==> config.mk <==
export PLATFORM = sky130hd
export DESIGN_NAME = acs_top
export DESIGN_NICKNAME = d
export VERILOG_FILES = /design/src/rtl/acs_pkg.sv /design/src/rtl/acs_sar_core.sv /design/src/rtl/acs_sync3.sv /design/src/rtl/acs_top.sv
export SDC_FILE = /design/constraint.sdc
export NUM_CORES = 1
export LEC_CHECK = 0
export ABC_AREA = 1
export BUFFER_PORTS_ARGS = -buffer_cell sky130_fd_sc_hd__buf_2
export CAP_MARGIN = 20
export CORE_MARGIN = 2
export CORE_UTILIZATION = 40
export CTS_BUF_LIST = sky130_fd_sc_hd__clkbuf_4
export DETAILED_ROUTE_END_ITERATION = 6
export GPL_TIMING_DRIVEN = 1
export MAX_ROUTING_LAYER = met4
export PLACE_DENSITY = 0.64
export SYNTH_ARGS = -nofsm -noshare
export SYNTH_HDL_FRONTEND = slang
export SYNTH_SLANG_ARGS = --single-unit
==> constraint.sdc <==
create_clock -name clk -period 4.7 [get_ports clk]
set_input_delay 0 -clock clk [delete_from_list [all_inputs] [get_ports clk]]
set_output_delay 0 -clock clk [all_outputs]
set_load 0.01 [all_outputs]
==> src/rtl/acs_pkg.sv <==
// acs_pkg: constants and step-length function of the conversion sequencer
package acs_pkg;

  // ----------------------------------------------------------------
  // widths
  // ----------------------------------------------------------------
  localparam int unsigned ADDR_W   = 2;
  localparam int unsigned DATA_W   = 8;
  localparam int unsigned RES_W    = 10;
  localparam int unsigned CHAN_W   = 4;
  localparam int unsigned STEP_W   = 7;
  localparam int unsigned PHASE_W  = 4;
  localparam int unsigned HOLD_W   = 3;

  // ----------------------------------------------------------------
  // register offsets
  // ----------------------------------------------------------------
  localparam logic [ADDR_W-1:0] ADDR_CTRL_ONE  = 2'h0;
  localparam logic [ADDR_W-1:0] ADDR_CTRL_TWO  = 2'h1;
  localparam logic [ADDR_W-1:0] ADDR_RES_LOW   = 2'h2;
  localparam logic [ADDR_W-1:0] ADDR_RES_HIGH  = 2'h3;

  // ----------------------------------------------------------------
  // adc_control_one fields
  // ----------------------------------------------------------------
  localparam int unsigned ONE_START_BIT  = 7;
  localparam int unsigned ONE_MODE_LSB   = 5;
  localparam int unsigned ONE_ENABLE_BIT = 4;
  localparam int unsigned ONE_CHAN_LSB   = 0;
  localparam logic [DATA_W-1:0] CTRL_ONE_INIT = 8'h00;

  // ----------------------------------------------------------------
  // adc_control_two fields
  // ----------------------------------------------------------------
  localparam int unsigned TWO_TIME_LSB   = 1;
  localparam int unsigned TWO_REF_BIT    = 0;
  localparam logic [DATA_W-1:0] CTRL_TWO_INIT = 8'h00;
  localparam logic [DATA_W-1:0] CTRL_TWO_MASK = 8'h3F;

  // ----------------------------------------------------------------
  // result register fields
  // ----------------------------------------------------------------
  localparam int unsigned LOW_DATA_LSB   = 6;
  localparam int unsigned LOW_DONE_BIT   = 5;
  localparam int unsigned LOW_BUSY_BIT   = 4;
  localparam int unsigned LOW_RES_BITS   = 2;
  localparam logic [RES_W-1:0] RESULT_INIT = 10'h000;

  // ----------------------------------------------------------------
  // modes
  // ----------------------------------------------------------------
  localparam logic [1:0] MODE_DISABLE  = 2'h0;
  localparam logic [1:0] MODE_SOFTWARE = 2'h1;
  localparam logic [1:0] MODE_REPEAT   = 2'h3;

  // ----------------------------------------------------------------
  // timing in system clock cycles
  // ----------------------------------------------------------------
  localparam logic [HOLD_W-1:0] HOLDOFF_CYCLES = 3'h4;
  localparam int unsigned CONV_PHASES   = 13;
  localparam int unsigned SAMPLE_PHASES = 3;
  localparam int unsigned CONV_39   = 39;
  localparam int unsigned CONV_78   = 78;
  localparam int unsigned CONV_156  = 156;
  localparam int unsigned CONV_312  = 312;
  localparam int unsigned CONV_624  = 624;
  localparam int unsigned CONV_1248 = 1248;

  // cycles of one phase for a conversion time code
  function automatic logic [STEP_W-1:0] acs_step_len(
    input logic [2:0] code
  );
    int unsigned total;
    unique case (code)
      3'h0:    total = CONV_39;
      3'h2:    total = CONV_78;
      3'h3:    total = CONV_156;
      3'h4:    total = CONV_312;
      3'h5:    total = CONV_624;
      default: total = CONV_1248;
    endcase
    return STEP_W'(total / CONV_PHASES);
  endfunction

endpackage : acs_pkg

==> src/rtl/acs_sar_core.sv <==
// acs_sar_core: successive approximation step engine
module acs_sar_core (
  // clock and reset
  input  wire logic                         clk,
  input  wire logic                         rst,
  // control from the sequencer
  input  wire logic                         start,
  input  wire logic                         abort,
  input  wire logic [acs_pkg::STEP_W-1:0]   stepLen,
  // converter core
  input  wire logic                         compHigh,
  output logic      [acs_pkg::RES_W-1:0]    dacCode,
  output logic                              sampleHold,
  // result
  output logic      [acs_pkg::RES_W-1:0]    result,
  output logic                              done
);

  localparam int unsigned PHASE_W = acs_pkg::PHASE_W;
  localparam int unsigned RES_W   = acs_pkg::RES_W;

  typedef enum logic [1:0] {
    ST_IDLE,
    ST_SAMPLE,
    ST_TRIAL
  } acs_core_state_t;

  typedef struct packed {
    acs_core_state_t                state;
    logic [acs_pkg::STEP_W-1:0]     stepCnt;
    logic [acs_pkg::PHASE_W-1:0]    phase;
    logic [acs_pkg::RES_W-1:0]      trial;
    logic [acs_pkg::RES_W-1:0]      result;
    logic                           done;
    logic                           sampleHold;
  } acs_core_t;

  acs_core_t s;
  acs_core_t next_s;

  always_comb begin
    next_s      = s;
    next_s.done = 1'b0;
    if (abort) begin
      next_s.state      = ST_IDLE;
      next_s.sampleHold = 1'b0;
      next_s.trial      = '0;
    end else if (start) begin
      next_s.state      = ST_SAMPLE;
      next_s.stepCnt    = stepLen - 1'b1;
      next_s.phase      = '0;
      next_s.trial      = '0;
      next_s.sampleHold = 1'b1;
    end else if (s.state != ST_IDLE) begin
      if (s.stepCnt != '0) begin
        next_s.stepCnt = s.stepCnt - 1'b1;
      end else begin
        next_s.stepCnt = stepLen - 1'b1;
        unique case (s.state)
          ST_SAMPLE: begin
            if (s.phase == PHASE_W'(acs_pkg::SAMPLE_PHASES - 1)) begin
              next_s.state      = ST_TRIAL;
              next_s.sampleHold = 1'b0;
              next_s.phase      = PHASE_W'(acs_pkg::RES_W - 1);
              next_s.trial      = RES_W'(1) << (acs_pkg::RES_W - 1);
            end else begin
              next_s.phase = s.phase + 1'b1;
            end
          end
          ST_TRIAL: begin
            // keep the trial bit only if input is at or above it
            if (!compHigh) begin
              next_s.trial[s.phase] = 1'b0;
            end
            if (s.phase == '0) begin
              next_s.result = next_s.trial;
              next_s.done   = 1'b1;
              next_s.state  = ST_IDLE;
            end else begin
              next_s.phase                  = s.phase - 1'b1;
              next_s.trial[s.phase - 1'b1]  = 1'b1;
            end
          end
          ST_IDLE: begin
          end
        endcase
      end
    end
  end

  always_ff @(posedge clk or posedge rst) begin
    if (rst) begin
      s <= '0;
    end else begin
      s <= next_s;
    end
  end

  assign dacCode    = s.trial;
  assign sampleHold = s.sampleHold;
  assign result     = s.result;
  assign done       = s.done;

endmodule // acs_sar_core

==> src/rtl/acs_sync3.sv <==
// acs_sync3: three-flop synchroniser with agreement filter
module acs_sync3 (
  // clock and reset
  input  wire logic clk,
  input  wire logic rst,
  // asynchronous level in, filtered level out
  input  wire logic asyncIn,
  output logic      syncOut
);

  typedef struct packed {
    logic ff1;
    logic ff2;
    logic ff3;
    logic out;
  } acs_sync_t;

  acs_sync_t s;
  acs_sync_t next_s;

  always_comb begin
    next_s     = s;
    next_s.ff1 = asyncIn;
    next_s.ff2 = s.ff1;
    next_s.ff3 = s.ff2;
    // change counts only once second and third agree
    if (s.ff2 == s.ff3) begin
      next_s.out = s.ff3;
    end
  end

  always_ff @(posedge clk or posedge rst) begin
    if (rst) begin
      s <= '0;
    end else begin
      s <= next_s;
    end
  end

  assign syncOut = s.out;

endmodule // acs_sync3

==> src/rtl/acs_top.sv <==
// acs_top: conversion sequencer with register port and converter control
//
// Chosen here: the address map and the plain strobed port.

// Behaviour
// - software mode plus start bit begins one conversion of selected input
// - conversion end loads result, sets done flag, pulses interrupt together
// - start bit clears itself once the conversion has begun
// - repeat code then start bit converts the selected channel continuously
// - in repeat mode each completion launches the next conversion
// - disable code stops at once and discards the running conversion
// - result high read clears done; new start clears done, keeps old result
// - stop mode aborts, re-initialises both controls, clears results
// - no automatic resume after stop; software restarts itself
// - reference is disconnected while in stop mode
// - each conversion yields a 10-bit unsigned code
// - channel select picks one of sixteen shared analog inputs
// - start refused for four cycles after control one written zero
// - busy set at start, cleared at finish unless relaunched, on disable write and on stop entry
module acs_top (
  // clock and reset
  input  wire logic                        clk,
  input  wire logic                        rst,
  // register port
  input  wire logic [acs_pkg::ADDR_W-1:0]  regAddr,
  input  wire logic [acs_pkg::DATA_W-1:0]  regWdata,
  input  wire logic                        regWrite,
  input  wire logic                        regRead,
  output logic      [acs_pkg::DATA_W-1:0]  regRdata,
  // system
  input  wire logic                        stopMode,
  output logic                             convDoneIrq,
  // analog side
  input  wire logic                        compHigh,
  output logic      [acs_pkg::RES_W-1:0]   dacCode,
  output logic                             sampleHold,
  output logic      [acs_pkg::CHAN_W-1:0]  inputChannelSelect,
  output logic                             analogInputEnable,
  output logic                             referenceConnect
);

  localparam int unsigned DATA_W = acs_pkg::DATA_W;
  localparam int unsigned RES_W  = acs_pkg::RES_W;
  localparam int unsigned CHAN_W = acs_pkg::CHAN_W;

  // ----------------------------------------------------------------
  // state
  // ----------------------------------------------------------------
  typedef struct packed {
    logic [1:0]                   convModeSelect;
    logic                         convStartBit;
    logic                         analogInputEnable;
    logic [CHAN_W-1:0]            inputChannelSelect;
    logic [2:0]                   convTime;
    logic                         referenceCurrentOn;
    logic [RES_W-1:0]             result;
    logic                         convDoneFlag;
    logic                         convBusyFlag;
    logic [acs_pkg::HOLD_W-1:0]   holdoff;
    logic [DATA_W-1:0]            rdata;
    logic                         irq;
    logic                         refConnect;
    logic [acs_pkg::STEP_W-1:0]   stepLen;
  } acs_state_t;

  acs_state_t s;
  acs_state_t next_s;

  // ----------------------------------------------------------------
  // helpers
  // ----------------------------------------------------------------
  function automatic logic mode_runs(input logic [1:0] mode);
    return (mode == acs_pkg::MODE_SOFTWARE) ||
           (mode == acs_pkg::MODE_REPEAT);
  endfunction

  function automatic logic [DATA_W-1:0] pack_ctrl_one(
    input acs_state_t st
  );
    logic [DATA_W-1:0] v;
    v = '0;
    v[acs_pkg::ONE_START_BIT]  = st.convStartBit;
    v[acs_pkg::ONE_MODE_LSB +: 2] = st.convModeSelect;
    v[acs_pkg::ONE_ENABLE_BIT] = st.analogInputEnable;
    v[acs_pkg::ONE_CHAN_LSB +: CHAN_W] = st.inputChannelSelect;
    return v;
  endfunction

  // top bits of control two read as zero
  function automatic logic [DATA_W-1:0] pack_ctrl_two(
    input acs_state_t st
  );
    logic [DATA_W-1:0] v;
    v = '0;
    v[acs_pkg::TWO_TIME_LSB +: 3] = st.convTime;
    v[acs_pkg::TWO_REF_BIT]       = st.referenceCurrentOn;
    return v;
  endfunction

  // low result bits beside the done and busy flags
  function automatic logic [DATA_W-1:0] pack_result_low(
    input acs_state_t st
  );
    logic [DATA_W-1:0] v;
    v = '0;
    v[acs_pkg::LOW_DATA_LSB +: acs_pkg::LOW_RES_BITS] =
      st.result[acs_pkg::LOW_RES_BITS-1:0];
    v[acs_pkg::LOW_DONE_BIT] = st.convDoneFlag;
    v[acs_pkg::LOW_BUSY_BIT] = st.convBusyFlag;
    return v;
  endfunction

  function automatic logic [DATA_W-1:0] pack_result_high(
    input acs_state_t st
  );
    return st.result[RES_W-1:acs_pkg::LOW_RES_BITS];
  endfunction

  // start bit survives only in a running mode outside the holdoff
  function automatic logic start_accepted(
    input logic [DATA_W-1:0]          data,
    input logic [acs_pkg::HOLD_W-1:0] hold
  );
    return data[acs_pkg::ONE_START_BIT] && (hold == '0)
           && mode_runs(data[acs_pkg::ONE_MODE_LSB +: 2]);
  endfunction

  // state on stop entry; results read zero until the next conversion
  function automatic acs_state_t stop_init(input acs_state_t st);
    acs_state_t v;
    v                    = st;
    v.convModeSelect     = acs_pkg::MODE_DISABLE;
    v.convStartBit       = 1'b0;
    v.analogInputEnable  = 1'b0;
    v.inputChannelSelect = '0;
    v.convTime           = '0;
    v.referenceCurrentOn = 1'b0;
    v.result             = acs_pkg::RESULT_INIT;
    v.convDoneFlag       = 1'b0;
    v.convBusyFlag       = 1'b0;
    v.holdoff            = '0;
    v.irq                = 1'b0;
    return v;
  endfunction

  // ----------------------------------------------------------------
  // comparator crosses from the analog core
  // ----------------------------------------------------------------
  logic compSync;

  acs_sync3 u_comp_sync (
    .clk     (clk),
    .rst     (rst),
    .asyncIn (compHigh),
    .syncOut (compSync)
  );

  // ----------------------------------------------------------------
  // converter step engine
  // ----------------------------------------------------------------
  logic               coreStart;
  logic               coreAbort;
  logic [RES_W-1:0]   coreResult;
  logic               coreDone;

  acs_sar_core u_core (
    .clk        (clk),
    .rst        (rst),
    .start      (coreStart),
    .abort      (coreAbort),
    .stepLen    (s.stepLen),
    .compHigh   (compSync),
    .dacCode    (dacCode),
    .sampleHold (sampleHold),
    .result     (coreResult),
    .done       (coreDone)
  );

  // ----------------------------------------------------------------
  // decode of the current access
  // ----------------------------------------------------------------
  logic             wrOne;
  logic             wrTwo;
  logic             rdHigh;
  logic [1:0]       wrMode;
  logic             disableWrite;
  logic             launch;
  logic             relaunch;

  always_comb begin
    wrOne  = regWrite && (regAddr == acs_pkg::ADDR_CTRL_ONE);
    wrTwo  = regWrite && (regAddr == acs_pkg::ADDR_CTRL_TWO);
    rdHigh = regRead && (regAddr == acs_pkg::ADDR_RES_HIGH);
    wrMode = regWdata[acs_pkg::ONE_MODE_LSB +: 2];
    // writing the disable code drops a running conversion
    disableWrite = wrOne && (wrMode == acs_pkg::MODE_DISABLE);
    // pending start bit launches one cycle after its write
    launch = s.convStartBit && mode_runs(s.convModeSelect)
             && !stopMode && !disableWrite;
    relaunch = coreDone && !s.convStartBit
               && (s.convModeSelect == acs_pkg::MODE_REPEAT)
               && !stopMode && !disableWrite;
    coreStart = launch || relaunch;
    coreAbort = stopMode || disableWrite;
  end

  // ----------------------------------------------------------------
  // next state
  // ----------------------------------------------------------------
  always_comb begin
    next_s     = s;
    next_s.irq = 1'b0;
    next_s.rdata = '0;
    next_s.stepLen = acs_pkg::acs_step_len(s.convTime);
    next_s.refConnect = s.referenceCurrentOn && !stopMode;

    if (s.holdoff != '0) begin
      next_s.holdoff = s.holdoff - 1'b1;
    end

    // ----------------------------------------------------------------
    // read data, one cycle after the strobe
    // ----------------------------------------------------------------
    if (regRead) begin
      unique case (regAddr)
        acs_pkg::ADDR_CTRL_ONE: next_s.rdata = pack_ctrl_one(s);
        acs_pkg::ADDR_CTRL_TWO: next_s.rdata = pack_ctrl_two(s);
        acs_pkg::ADDR_RES_LOW:  next_s.rdata = pack_result_low(s);
        acs_pkg::ADDR_RES_HIGH: next_s.rdata = pack_result_high(s);
      endcase
    end

    // ----------------------------------------------------------------
    // flags; result high read clears done, completion below wins
    // ----------------------------------------------------------------
    if (rdHigh) begin
      next_s.convDoneFlag = 1'b0;
    end

    // start bit is consumed whether or not it launched
    if (s.convStartBit) begin
      next_s.convStartBit = 1'b0;
    end
    if (launch) begin
      next_s.convBusyFlag = 1'b1;
      next_s.convDoneFlag = 1'b0;
    end

    if (coreDone && !coreAbort) begin
      next_s.result       = coreResult;
      next_s.convDoneFlag = 1'b1;
      next_s.irq          = 1'b1;
      next_s.convBusyFlag = relaunch;
    end

    // ----------------------------------------------------------------
    // control register writes
    // ----------------------------------------------------------------
    if (wrOne) begin
      next_s.convModeSelect = wrMode;
      next_s.analogInputEnable = regWdata[acs_pkg::ONE_ENABLE_BIT];
      next_s.inputChannelSelect =
        regWdata[acs_pkg::ONE_CHAN_LSB +: CHAN_W];
      next_s.convStartBit = start_accepted(regWdata, s.holdoff);
      if (regWdata == acs_pkg::CTRL_ONE_INIT) begin
        next_s.holdoff = acs_pkg::HOLDOFF_CYCLES;
      end
      if (disableWrite) begin
        next_s.convBusyFlag = 1'b0;
      end
    end
    if (wrTwo) begin
      next_s.convTime = regWdata[acs_pkg::TWO_TIME_LSB +: 3];
      next_s.referenceCurrentOn = regWdata[acs_pkg::TWO_REF_BIT];
    end

    // ----------------------------------------------------------------
    // stop entry re-initialises controls, flags and result; no resume afterwards
    // ----------------------------------------------------------------
    if (stopMode) begin
      next_s = stop_init(next_s);
    end
  end

  // ----------------------------------------------------------------
  // registers
  // ----------------------------------------------------------------
  always_ff @(posedge clk or posedge rst) begin
    if (rst) begin
      s <= '0;
    end else begin
      s <= next_s;
    end
  end

  // ----------------------------------------------------------------
  // outputs
  // ----------------------------------------------------------------
  assign regRdata           = s.rdata;
  assign convDoneIrq        = s.irq;
  assign inputChannelSelect = s.inputChannelSelect;
  assign analogInputEnable  = s.analogInputEnable;
  assign referenceConnect   = s.refConnect;

endmodule // acs_top
==> results of run 1 <==
[path summary, 6_finish.rpt]
path	start	to	slack (ns)	depth (start not counted)
max in group asynchronous	rst	s[28]	3.54	4
worst min register to register	u_comp_sync.next_s[2]	u_comp_sync.next_s[1]	0.37	0
worst min-delay path	rst	u_core.dacCode[0]	0.11	3
worst max-delay path	s[34]	s[0]	1.34	20
min in group clk	compHigh	u_comp_sync.next_s[2]	0.20	2
worst max register to register	s[34]	s[0]	1.34	20
[registers in the layout, indices dropped and copies added, names as in the netlist]
signal,flops
analogInputEnable,1
u_core.s,13
inputChannelSelect,4
u_comp_sync.next_s,2
u_comp_sync.s,1
regRdata,8
convDoneIrq,1
referenceConnect,1
u_comp_sync.syncOut,1
u_core.done,1
u_core.sampleHold,1
u_core.dacCode,10
s,29
u_core.result,10
[cell families after synthesis]
| kind of cell | synth area share |
|---|---|
| AND/OR/NAND/NOR | 0.254 |
| buffers and inverters | 0.129 |
| AO/OA/AOI/OAI | 0.143 |
| flip-flops | 0.415 |
| adder cells (fa/ha/maj) | 0.0345 |
| XOR/XNOR | 0.0192 |
| multiplexers | 0.00450 |
[timing repair]
action                                 4_1_cts  5_1_grt
endpoints found under the hold margin       54        0
hold buffers                                24        0
setup buffers                                0        0
[layout make-up]
cell class / instances / area, um2 / area share
clock inverter: 7 / 76.3 / 0.0136
inverter: 116 / 437 / 0.0777
clock buffer: 9 / 67.6 / 0.0120
timing repair buffer: 67 / 464 / 0.0826
sequential: 83 / 2080 / 0.370
multi-input combinational: 420 / 2290 / 0.407
tap: 168 / 210 / 0.0374
[tightest hold or removal path: cells and delay by family]
family,cells,cell delay (ns)
buf+inv,3,1.01
[power by group through the flow]
| stage | Clock (mW) | Sequential (mW) | Combinational [mW] |
|---|---|---|---|
| after floorplan | 0 | 0.769 | 0.214 |
| after global placement | 0 | 0.775 | 0.265 |
| after detailed placement | 0 | 0.775 | 0.272 |
| after CTS | 0.436 | 0.762 | 0.292 |
| after global routing | 0.467 | 0.765 | 0.332 |
| final | 0.422 | 0.762 | 0.293 |
[cell usage in the layout, fill, tap and decap left out, types with 4 or more instances in the layout]
cell	Yosys	routed
buf_2	0	41
xor2_1	10	10
nor3_1	7	6
a31oi_1	5	5
nand2_2	14	14
dfrtp_1	83	83
nor2_1	59	59
a21oi_1	24	24
nor2_2	5	5
dlygate4sd3_1	0	24
inv_1	109	108
o21ai_1	4	4
nand2_4	4	4
nor2_4	6	6
nand2_1	116	116
ha_1	13	13
inv_2	6	6
clkbuf_4	0	9
nand3_1	50	50
o22ai_1	6	6
o21ai_0	44	44
o31ai_1	18	18
o211ai_1	5	5
[metal layers]
layer | vias up | global-route usage | share of wire
met2 | 113 | 0.279 | 0.45
met1 | 1996 | 0.246 | 0.50
met3 | 20 | 0.0408 | 0.041
met4 | 0 | 0.0516 | 0.015
li1 | 2178 | - | -
met5 | - | - | 0
[through the flow]
step	total power, mW	setup slack, ns	std cells
floorplan	0.983	1.88	651
global placement	1.04	1.55	829
detailed placement	1.05	1.48	829
CTS	1.49	1.44	869
global route	1.56	1.08	870
finish	1.48	1.34	870
==> flow_metrics.env, run 1 <==
export IMPL_cts_buffer_depth=2
export IMPL_overflow=0
export IMPL_synthArstFlopShare=1.00
export IMPL_syn_inst=651
export IMPL_status="complete, no violations"
export IMPL_place_port_buffers=41
export IMPL_seq_area_frac_synth=0.415
export IMPL_syn_nets=680
export IMPL_switching_power_mw=0.463
export IMPL_postPlaceCellArea_mm2=0.00523
export IMPL_cts_resized=0
export IMPL_worstPathCellList="inv_2, ha_1, inv_1, nand2_2, ha_1, nand2_1, nand3_1, o21ai_2, inv_1, nand3_1, inv_1, nor3_1, o21ai_0, nand2_1, nor2_1, nand2_1, nand2_1, o21ai_1, nor2_1, nand3_1"
export IMPL_p_int_mw=1.01
export IMPL_critPathMaxFanout=7
export IMPL_setup_violations_final=0
export IMPL_max_freq_ghz=0.298
export IMPL_synth_edff_count=0
export IMPL_cts_htree_levels=3
export IMPL_grt_use_total=0.183
export IMPL_synthTopCellsByArea="dfrtp_1 (41%), nand2_1 (8.7%), inv_1 (8.2%)"
export IMPL_vias=4307
export IMPL_root_buffer="clkbuf_4"
export IMPL_slowest_stage="dfrtp_1"
export IMPL_initial_utilization=0.413
export IMPL_gp_congestion=0.981
export IMPL_grt_setup_unrepaired="false"
export IMPL_switching_share=0.313
export IMPL_postLayoutCoreUtil=0.464
export IMPL_tns_ns=0
export IMPL_hold_path_class="in -> async"
export IMPL_drc=0
export IMPL_ant_nets=0
export IMPL_cp_num_buf_inv=4
export IMPL_die_w_um=116
export IMPL_fin_crit_ns=3.36
export IMPL_crit_required_ns=5.01
export IMPL_die_area_mm2=0.0134
export IMPL_syn_area_per_cell_um2=7.69
export IMPL_antenna_found_initial=0
export IMPL_num_rows=40
export IMPL_nFillCells=1204
export IMPL_max_slew_margin=0.527
export IMPL_vias_per_cell=4.95
export IMPL_grt_pass1_vias=4081
export IMPL_cts_tree="yes"
export IMPL_drive_gt1_frac=0.151
export IMPL_finalCritPeriodShare=0.714
export IMPL_ys_seq_elements=83
export IMPL_cts_buffers=9
export IMPL_yosysTopAreaCell="dfrtp_1"
export IMPL_fin_nets=726
export IMPL_grt_first_pass_wirelength_um=19100
export IMPL_ys_warnings_count=0
export IMPL_first_pass_iters=5
export IMPL_die_height_um=116
export IMPL_worstPathArrival_ns=3.67
export IMPL_hold_ws_ns=0.110
export IMPL_hold_viol=0
export IMPL_syn_cell_area_mm2=0.00501
export IMPL_setup_worst_path_start_class="flop"
export IMPL_grt_max_degree=55
export IMPL_skew_ns=0.0206
export IMPL_vdd_drop_max_uv=90.6
export IMPL_ys_flop_type="dfrtp_1"
export IMPL_max_cap_viol_count=0
export IMPL_clkPwrFrac=0.286
export IMPL_drt_initial_drc_count=361
export IMPL_critPathTopFamily="simple AND/OR/NAND/NOR gates"
export IMPL_drv_slew=0
export IMPL_post_synth_top_count_cell="nand2_1"
export IMPL_wl_per_cell_um=13.1
export IMPL_clk_pin_slew_ns=0.15
export IMPL_coreArea_mm2=0.0121
export IMPL_end_kind="flop"
export IMPL_p_per_area_mw_per_mm2=263
export IMPL_yosysTopAreaCellShare=0.415
export IMPL_dp_hpwl_um=8390
export IMPL_combPwrFrac=0.198
export IMPL_seq_power_share=0.516
export IMPL_wl_um=11400
export IMPL_synth_distinct_cells=42
export IMPL_worstSetupPathType="reg -> reg"
export IMPL_synthToLayoutAreaGrowth_pct=12.3
export IMPL_leakagePower_nw=2.94
export IMPL_clk_latency_ns=0.44
export IMPL_slowest_delay_ns=0.51
export IMPL_cts_sinks=83
export IMPL_tightest_slew_ns=0.705
export IMPL_fin_area_mm2=0.00562
export IMPL_antenna_cells=0
export IMPL_io_pins=42
export IMPL_synthTopCellsByCount="nand2_1 (116), inv_1 (109), dfrtp_1 (83)"
export IMPL_crit_top_cell="nand2_1"
(Power assumes the default switching activity.)
==> inputs of run 2 (changes only) <==
--- a/config.mk
+++ b/config.mk
@@ -5,7 +5,7 @@
 export SDC_FILE = /design/constraint.sdc
 export NUM_CORES = 1
 export LEC_CHECK = 0
-export ABC_AREA = 1
+export ABC_AREA = 0
 export BUFFER_PORTS_ARGS = -buffer_cell sky130_fd_sc_hd__buf_2
 export CAP_MARGIN = 20
 export CORE_MARGIN = 2
@@ -14,7 +14,7 @@
 export DETAILED_ROUTE_END_ITERATION = 6
 export GPL_TIMING_DRIVEN = 1
 export MAX_ROUTING_LAYER = met4
-export PLACE_DENSITY = 0.64
+export PLACE_DENSITY = 0.66
 export SYNTH_ARGS = -nofsm -noshare
 export SYNTH_HDL_FRONTEND = slang
 export SYNTH_SLANG_ARGS = --single-unit
==> constraint.sdc (replaced) <==
create_clock -name clk -period 2.7 [get_ports clk]
set_input_delay 0 -clock clk [delete_from_list [all_inputs] [get_ports clk]]
set_output_delay 0 -clock clk [all_outputs]
set_load 0.01 [all_outputs]
==> run 2 against run 1 <==
Net effect:
- the run now ends with setup timing left
- design area is 8.3% higher
- setup slack got worse by 1.7 ns
- die area rose by 0.89%
- largest cell class unchanged
- sequential share of layout area is 2.8 points lower
- worst hold slack worse by 0.018 ns
- sequential power rose by 76%
==> flow_metrics.env, run 2 <==
export IMPL_cts_sinks=83
export IMPL_grt_first_pass_wirelength_um=20200
export IMPL_die_area_mm2=0.0135
export IMPL_violations="setup timing"
export IMPL_layout_common_cells="nand2_1 (82), dfrtp_1 (81), o21ai_0 (56), buf_4 (56), buf_2 (41)"
export IMPL_r2r_slack_ns=-0.37
export IMPL_worstPathCellList="inv_4, ha_4, inv_4, nand2_4, ha_4, nand3b_1, o211a_1, a32o_2, o211ai_4, or2_4, buf_6, buf_6, o21ai_4, xnor2_2, o211a_1, o2111ai_2"
export IMPL_hold_ws_ns=0.0916
export IMPL_end_kind="flop"
export IMPL_io_pins=42
export IMPL_num_rows=41
export IMPL_overflow=0
export IMPL_skew_ns=0.0179
export IMPL_slowest_stage="dfrtp_2"
export IMPL_gp_congestion=0.920
export IMPL_fin_area_mm2=0.00609
export IMPL_syn_nets=617
export IMPL_leakagePower_nw=2.77
export IMPL_first_pass_iters=5
export IMPL_clk_pin_slew_ns=0.13
export IMPL_mostFrequentLayoutCell="nand2_1"
export IMPL_fin_nets=696
export IMPL_synthArstFlopShare=1.00
export IMPL_ys_flop_type="dfrtp_1"
export IMPL_cts_buffers=9
export IMPL_coreArea_mm2=0.0125
export IMPL_vias=4398
export IMPL_root_buffer="clkbuf_4"
export IMPL_grt_setup_unrepaired="true"
export IMPL_ys_seq_elements=83
export IMPL_ant_nets=0
export IMPL_finalCritPeriodShare=1.14
export IMPL_multi_input_comb_area_mm2=0.00268
export IMPL_max_slew_margin=0.555
export IMPL_clk_latency_ns=0.44
export IMPL_syn_area_per_cell_um2=8.59
export IMPL_grt_pass1_vias=4290
export IMPL_regArea_mm2=0.00208
export IMPL_vias_per_cell=5.23
export IMPL_worstPathArrival_ns=3.43
export IMPL_die_w_um=116
export IMPL_synth_edff_count=0
export IMPL_worst_slack_ns=-0.374
export IMPL_cts_htree_levels=3
export IMPL_drt_initial_drc_count=374
export IMPL_reg_top3="s: 29 flops, u_core.s: 13 flops"
export IMPL_post_place_ws_ns=-0.402
export IMPL_hold_path_class="in -> reg"
export IMPL_cts_tree="yes"
export IMPL_synth_distinct_cells=66
export IMPL_slowest_delay_ns=0.49
export IMPL_top_register="s"
export IMPL_drv_slew=0
export IMPL_crit_required_ns=3.06
export IMPL_ys_warnings_count=0
export IMPL_drc=0
export IMPL_largest_reg_flops=29
export IMPL_hold_viol=0
export IMPL_grt_use_total=0.194
export IMPL_max_cap_viol_count=0
export IMPL_nFillCells=1180
export IMPL_place_port_buffers=41
export IMPL_setup_violations_final=2
export IMPL_postPlaceCellArea_mm2=0.00558
export IMPL_vdd_drop_max_uv=156
export IMPL_dp_hpwl_um=8770
export IMPL_critPathMaxFanout=7
export IMPL_synthTopCellsByCount="dfrtp_1 (83), nand2_1 (83), o21ai_0 (57)"
export IMPL_cts_buffer_depth=2
export IMPL_synthTopCellsByArea="dfrtp_1 (41%), nand2_1 (6.2%), o21ai_0 (5.6%)"
export IMPL_antenna_found_initial=0
export IMPL_setup_worst_path_start_class="flop"
export IMPL_worstSetupPathType="reg -> reg"
export IMPL_max_freq_ghz=0.325
export IMPL_tightest_slew_ns=0.667
export IMPL_status="finished, violations left"
export IMPL_fin_crit_ns=3.07
export IMPL_grt_max_degree=39
export IMPL_seq_area_frac_synth=0.411
export IMPL_die_height_um=116
export IMPL_drive_gt1_frac=0.238
export IMPL_yosysTopAreaCell="dfrtp_1"
export IMPL_initial_utilization=0.405
export IMPL_p_per_area_mw_per_mm2=416
export IMPL_wl_um=12200
export IMPL_syn_cell_area_mm2=0.00505
export IMPL_yosysTopAreaCellShare=0.411
export IMPL_syn_inst=588
export IMPL_wl_per_cell_um=14.5
export IMPL_antenna_cells=0
export IMPL_synthToLayoutAreaGrowth_pct=20.5
[run 2: changes by cell type after synthesis, sizes merged, moves of 14 or more]
| cell | delta |
|---|---|
| inv | -94 |
| nand3 | -35 |
| nor2b | +17 |
| o31ai | -14 |
| mux2i | +14 |
| nand2 | -51 |
| clkbuf | +14 |
| nor2 | -34 |
[run 2: worst paths after layout]
path / start / to / cells after the start
setup / recovery: s[34] / s[0] / 16
hold / removal: regWrite / u_core.sampleHold / 4
setup reg to reg: s[34] / s[0] / 16
hold reg to reg: u_comp_sync.next_s[2] / u_comp_sync.next_s[1] / 0
max in group asynchronous: rst / u_core.dacCode[1] / 4
min in group asynchronous: rst / s[5] / 3
[run 2: critical path: cells and delay by family (launching register included)]
family,cells,cell delay [ns]
AO/OA/AOI/OAI,6,1.18
flip-flops,1,0.49
adder cells (fa/ha/maj),2,0.48
buffers and inverters,4,0.34
AND/OR/NAND/NOR,3,0.32
XOR/XNOR,1,0.16
[run 2: cell type report]
| cell class | instances | area share |
|---|---|---|
| multi-input combinational | 427 | 0.440 |
| sequential | 83 | 0.341 |
| inverter | 21 | 0.0140 |
| clock buffer | 10 | 0.0123 |
| timing repair buffer | 125 | 0.150 |
| tap | 172 | 0.0353 |
| clock inverter | 3 | 0.00699 |
[run 2: cell families after synthesis]
kind of cell / Yosys count / share of synthesized area
simple gates: 224 / 0.217
mux: 21 / 0.0433
compound gates: 154 / 0.189
flops: 83 / 0.411
buf+inv: 78 / 0.0805
fa+ha+maj: 14 / 0.0342
xor+xnor: 14 / 0.0243
[run 2: where the power goes]
group	total [mW]	switching [mW]	internal, mW
logic	0.518	0.269	0.249
clock network	0.679	0.402	0.277
registers	1.34	0.0447	1.29
[run 2: per-layer routing]
metal | global-route usage | vias to the layer above | share of wire
met4 | 0.0786 | 0 | 0.022
met5 | - | - | 0
li1 | - | 2179 | -
met1 | 0.234 | 2101 | 0.44
met3 | 0.0208 | 20 | 0.031
met2 | 0.333 | 98 | 0.51
[run 2: repair_timing]
action / CTS / global route
setup endpoints to repair: 2 / 5
endpoints found under the hold margin: 60 / 0
resized for setup: 14 / 9
pin swaps: 12 / 9
gates cloned: 0 / 0
buffers inserted: 4 / 5
hold buffers: 23 / 0
[run 2: stage by stage]
stage / util / TNS, ns / instances / total power [mW]
5_1_grt: 0.489 / -0.942 / 841 / 2.68
3_5_place_dp: 0.447 / -0.704 / 796 / 1.83
6_report: 0.489 / -0.638 / 841 / 2.53
3_3_place_gp: 0.447 / -0.555 / 796 / 1.81
2_1_floorplan: - / -0.887 / 588 / 1.69
4_1_cts: 0.482 / -0.569 / 836 / 2.54
==> inputs of run 3 (changes only) <==
--- a/config.mk
+++ b/config.mk
@@ -9,12 +9,12 @@
 export BUFFER_PORTS_ARGS = -buffer_cell sky130_fd_sc_hd__buf_2
 export CAP_MARGIN = 20
 export CORE_MARGIN = 2
-export CORE_UTILIZATION = 40
+export CORE_UTILIZATION = 56
 export CTS_BUF_LIST = sky130_fd_sc_hd__clkbuf_4
 export DETAILED_ROUTE_END_ITERATION = 6
 export GPL_TIMING_DRIVEN = 1
 export MAX_ROUTING_LAYER = met4
-export PLACE_DENSITY = 0.66
+export PLACE_DENSITY = 0.78
 export SYNTH_ARGS = -nofsm -noshare
 export SYNTH_HDL_FRONTEND = slang
 export SYNTH_SLANG_ARGS = --single-unit
==> run 3 against run 2 <==
Net effect:
- the run still ends with setup timing left
- via count rose by 3.6%
- worst hold slack got worse by 0.059 ns
- wire length rose by 3.3%
- first-iteration DRC count fell by 39%
- combinational power rose by 3%
- flip-flop and latch count did not move
- design area fell by 0.72%
- non-clock buffer count rose by 1
- sequential power barely moved
- sequential share of layout area rose by 0.25 points
- global-route usage rose by 7.5 points
- critical endpoint unchanged
- largest power group unchanged
- highest routed layer unchanged
==> flow_metrics.env, run 3 (synthesized netlist as in run 2, its figures left out) <==
export IMPL_critPathMaxFanout=5
export IMPL_tightest_slew_ns=0.633
export IMPL_hold_path_class="in -> async"
export IMPL_initial_utilization=0.579
export IMPL_fin_cells=781
export IMPL_violations="setup timing"
export IMPL_mostFrequentLayoutCell="nand2_1"
export IMPL_setup_violations_final=2
export IMPL_overflow=0
export IMPL_first_pass_iters=5
export IMPL_crit_required_ns=3.06
export IMPL_tns_ns=-0.616
export IMPL_gp_congestion=0.907
export IMPL_status="finished, violations left"
export IMPL_max_cap_viol_count=0
export IMPL_reg_top3="s: 29 flops, u_core.s: 13 flops"
export IMPL_vdd_drop_max_uv=247
export IMPL_io_pins=42
export IMPL_cts_htree_levels=3
export IMPL_p_int_mw=1.77
export IMPL_die_height_um=99.0
export IMPL_p_per_area_mw_per_mm2=430
export IMPL_vias_per_cell=5.83
export IMPL_drc=0
export IMPL_drive_gt1_frac=0.235
export IMPL_grt_use_total=0.269
export IMPL_seq_power_share=0.515
export IMPL_fin_area_mm2=0.00605
export IMPL_max_slew_margin=0.578
export IMPL_clk_latency_ns=0.45
export IMPL_clk_pin_slew_ns=0.17
export IMPL_grt_first_pass_wirelength_um=20700
export IMPL_largest_reg_flops=29
export IMPL_postPlaceCellArea_mm2=0.00552
export IMPL_grt_setup_unrepaired="true"
export IMPL_hold_viol=0
export IMPL_antenna_cells=0
export IMPL_layout_common_cells="nand2_1 (82), dfrtp_1 (81), buf_4 (58)"
export IMPL_synthToLayoutAreaGrowth_pct=19.7
export IMPL_cts_buffers=9
export IMPL_end_kind="flop"
export IMPL_place_port_buffers=41
export IMPL_antenna_found_initial=0
export IMPL_cts_buffer_depth=2
export IMPL_switching_share=0.317
export IMPL_skew_ns=0.0413
export IMPL_dpl_cell_count=732
export IMPL_worstSetupPathType="reg -> reg"
export IMPL_postLayoutCoreUtil=0.693
export IMPL_die_w_um=99.0
export IMPL_nFillCells=673
export IMPL_drv_slew=0
export IMPL_worst_slack_ns=-0.370
export IMPL_dp_hpwl_um=8620
export IMPL_wl_um=12600
export IMPL_num_rows=34
export IMPL_max_freq_ghz=0.326
export IMPL_cts_tree="yes"
export IMPL_grt_pass1_vias=4525
export IMPL_clkPwrFrac=0.280
export IMPL_root_buffer="clkbuf_4"
export IMPL_cts_sinks=83
export IMPL_die_area_mm2=0.00980
export IMPL_combPwrFrac=0.205
export IMPL_fin_crit_ns=3.07
export IMPL_worstPathArrival_ns=3.43
export IMPL_fin_nets=697
export IMPL_switching_power_mw=0.823
export IMPL_drt_initial_drc_count=229
export IMPL_finalCritPeriodShare=1.14
export IMPL_leakagePower_nw=2.81
export IMPL_ant_nets=0
export IMPL_setup_worst_path_start_class="flop"
export IMPL_coreArea_mm2=0.00872
export IMPL_grt_max_degree=64
export IMPL_top_register="s"
export IMPL_wl_per_cell_um=16.1
export IMPL_vias=4555
[run 3: cell count changes in the layout (fill, tap and decap cells not counted), sizes merged]
| cell | before | now |
|---|---|---|
| clkinvlp | 1 | 0 |
| clkinv | 2 | 4 |
| clkbuf | 10 | 9 |
| bufinv | 1 | 0 |
| inv | 20 | 24 |
| bufbuf | 0 | 1 |
[run 3: final cells by class]
class	count	area, um2	share of cell area
Clock inverter	7	76.3	0.0126
Multi-Input combinational cell	427	2650	0.438
Timing Repair Buffer	126	955	0.158
Tap cell	108	135	0.0224
Inverter	21	85.1	0.0141
Clock buffer	9	67.6	0.0112
Sequential cell	83	2080	0.344
[run 3: through the flow]
stage               power [mW]  hold WS, ns  worst slack (ns)
floorplan                 1.69       0.0314            -0.507
global placement          1.81      0.00371            -0.324
detailed placement        1.83       0.0163            -0.416
CTS                       2.60       0.0489            -0.312
global route              2.72       0.0698            -0.459
finish                    2.60       0.0324            -0.370
[run 3: timing repair]
item                       CTS  global route
buffers inserted             9             0
hold endpoints to repair   107             0
gates cloned                 1             0
hold buffers                23             0
gates resized for setup     11             3
setup endpoints to repair    2             2
pin swaps                   10             0
[run 3: critical path, cell delays in order (launching register included)]
cell and delay, ns:
dfrtp_2 0.49, inv_4 0.08, ha_4 0.22, inv_4 0.07, nand2_4 0.05, ha_4 0.27
nand3b_1 0.10, o211a_1 0.23, a32o_2 0.26, o211ai_4 0.19, or2_4 0.18, bufbuf_16 0.25
a41oi_2 0.14, o211a_1 0.28, o2111ai_2 0.17
[run 3: routing by layer]
| metal | vias up | wire length (um) | share of wire | GRT usage |
|---|---|---|---|---|
| li1 | 2188 | - | - | - |
| met1 | 2218 | 5270 | 0.42 | 0.321 |
| met2 | 118 | 6560 | 0.52 | 0.461 |
| met3 | 31 | 448 | 0.036 | 0.0291 |
| met4 | 0 | 316 | 0.025 | 0.117 |
| met5 | - | 0 | 0 | - |
[run 3: path summary, 6_finish.rpt]
kind,depth (start not counted),slack (ns),end,start
min in group clk,3,0.09,s[21],regAddr[0]
max in group asynchronous,4,1.96,u_core.s[34],rst
min reg2reg,0,0.35,u_comp_sync.next_s[1],u_comp_sync.next_s[2]
max,14,-0.37,s[0],s[34]
min,3,0.03,s[35],rst
max reg2reg,14,-0.37,s[0],s[34]
[run 3: power groups by stage]
stage | Combinational, mW | Sequential, mW | Clock, mW
floorplan | 0.348 | 1.35 | 0
global placement | 0.455 | 1.36 | 0
detailed placement | 0.470 | 1.36 | 0
CTS | 0.521 | 1.34 | 0.744
global route | 0.586 | 1.35 | 0.785
finish | 0.533 | 1.34 | 0.727
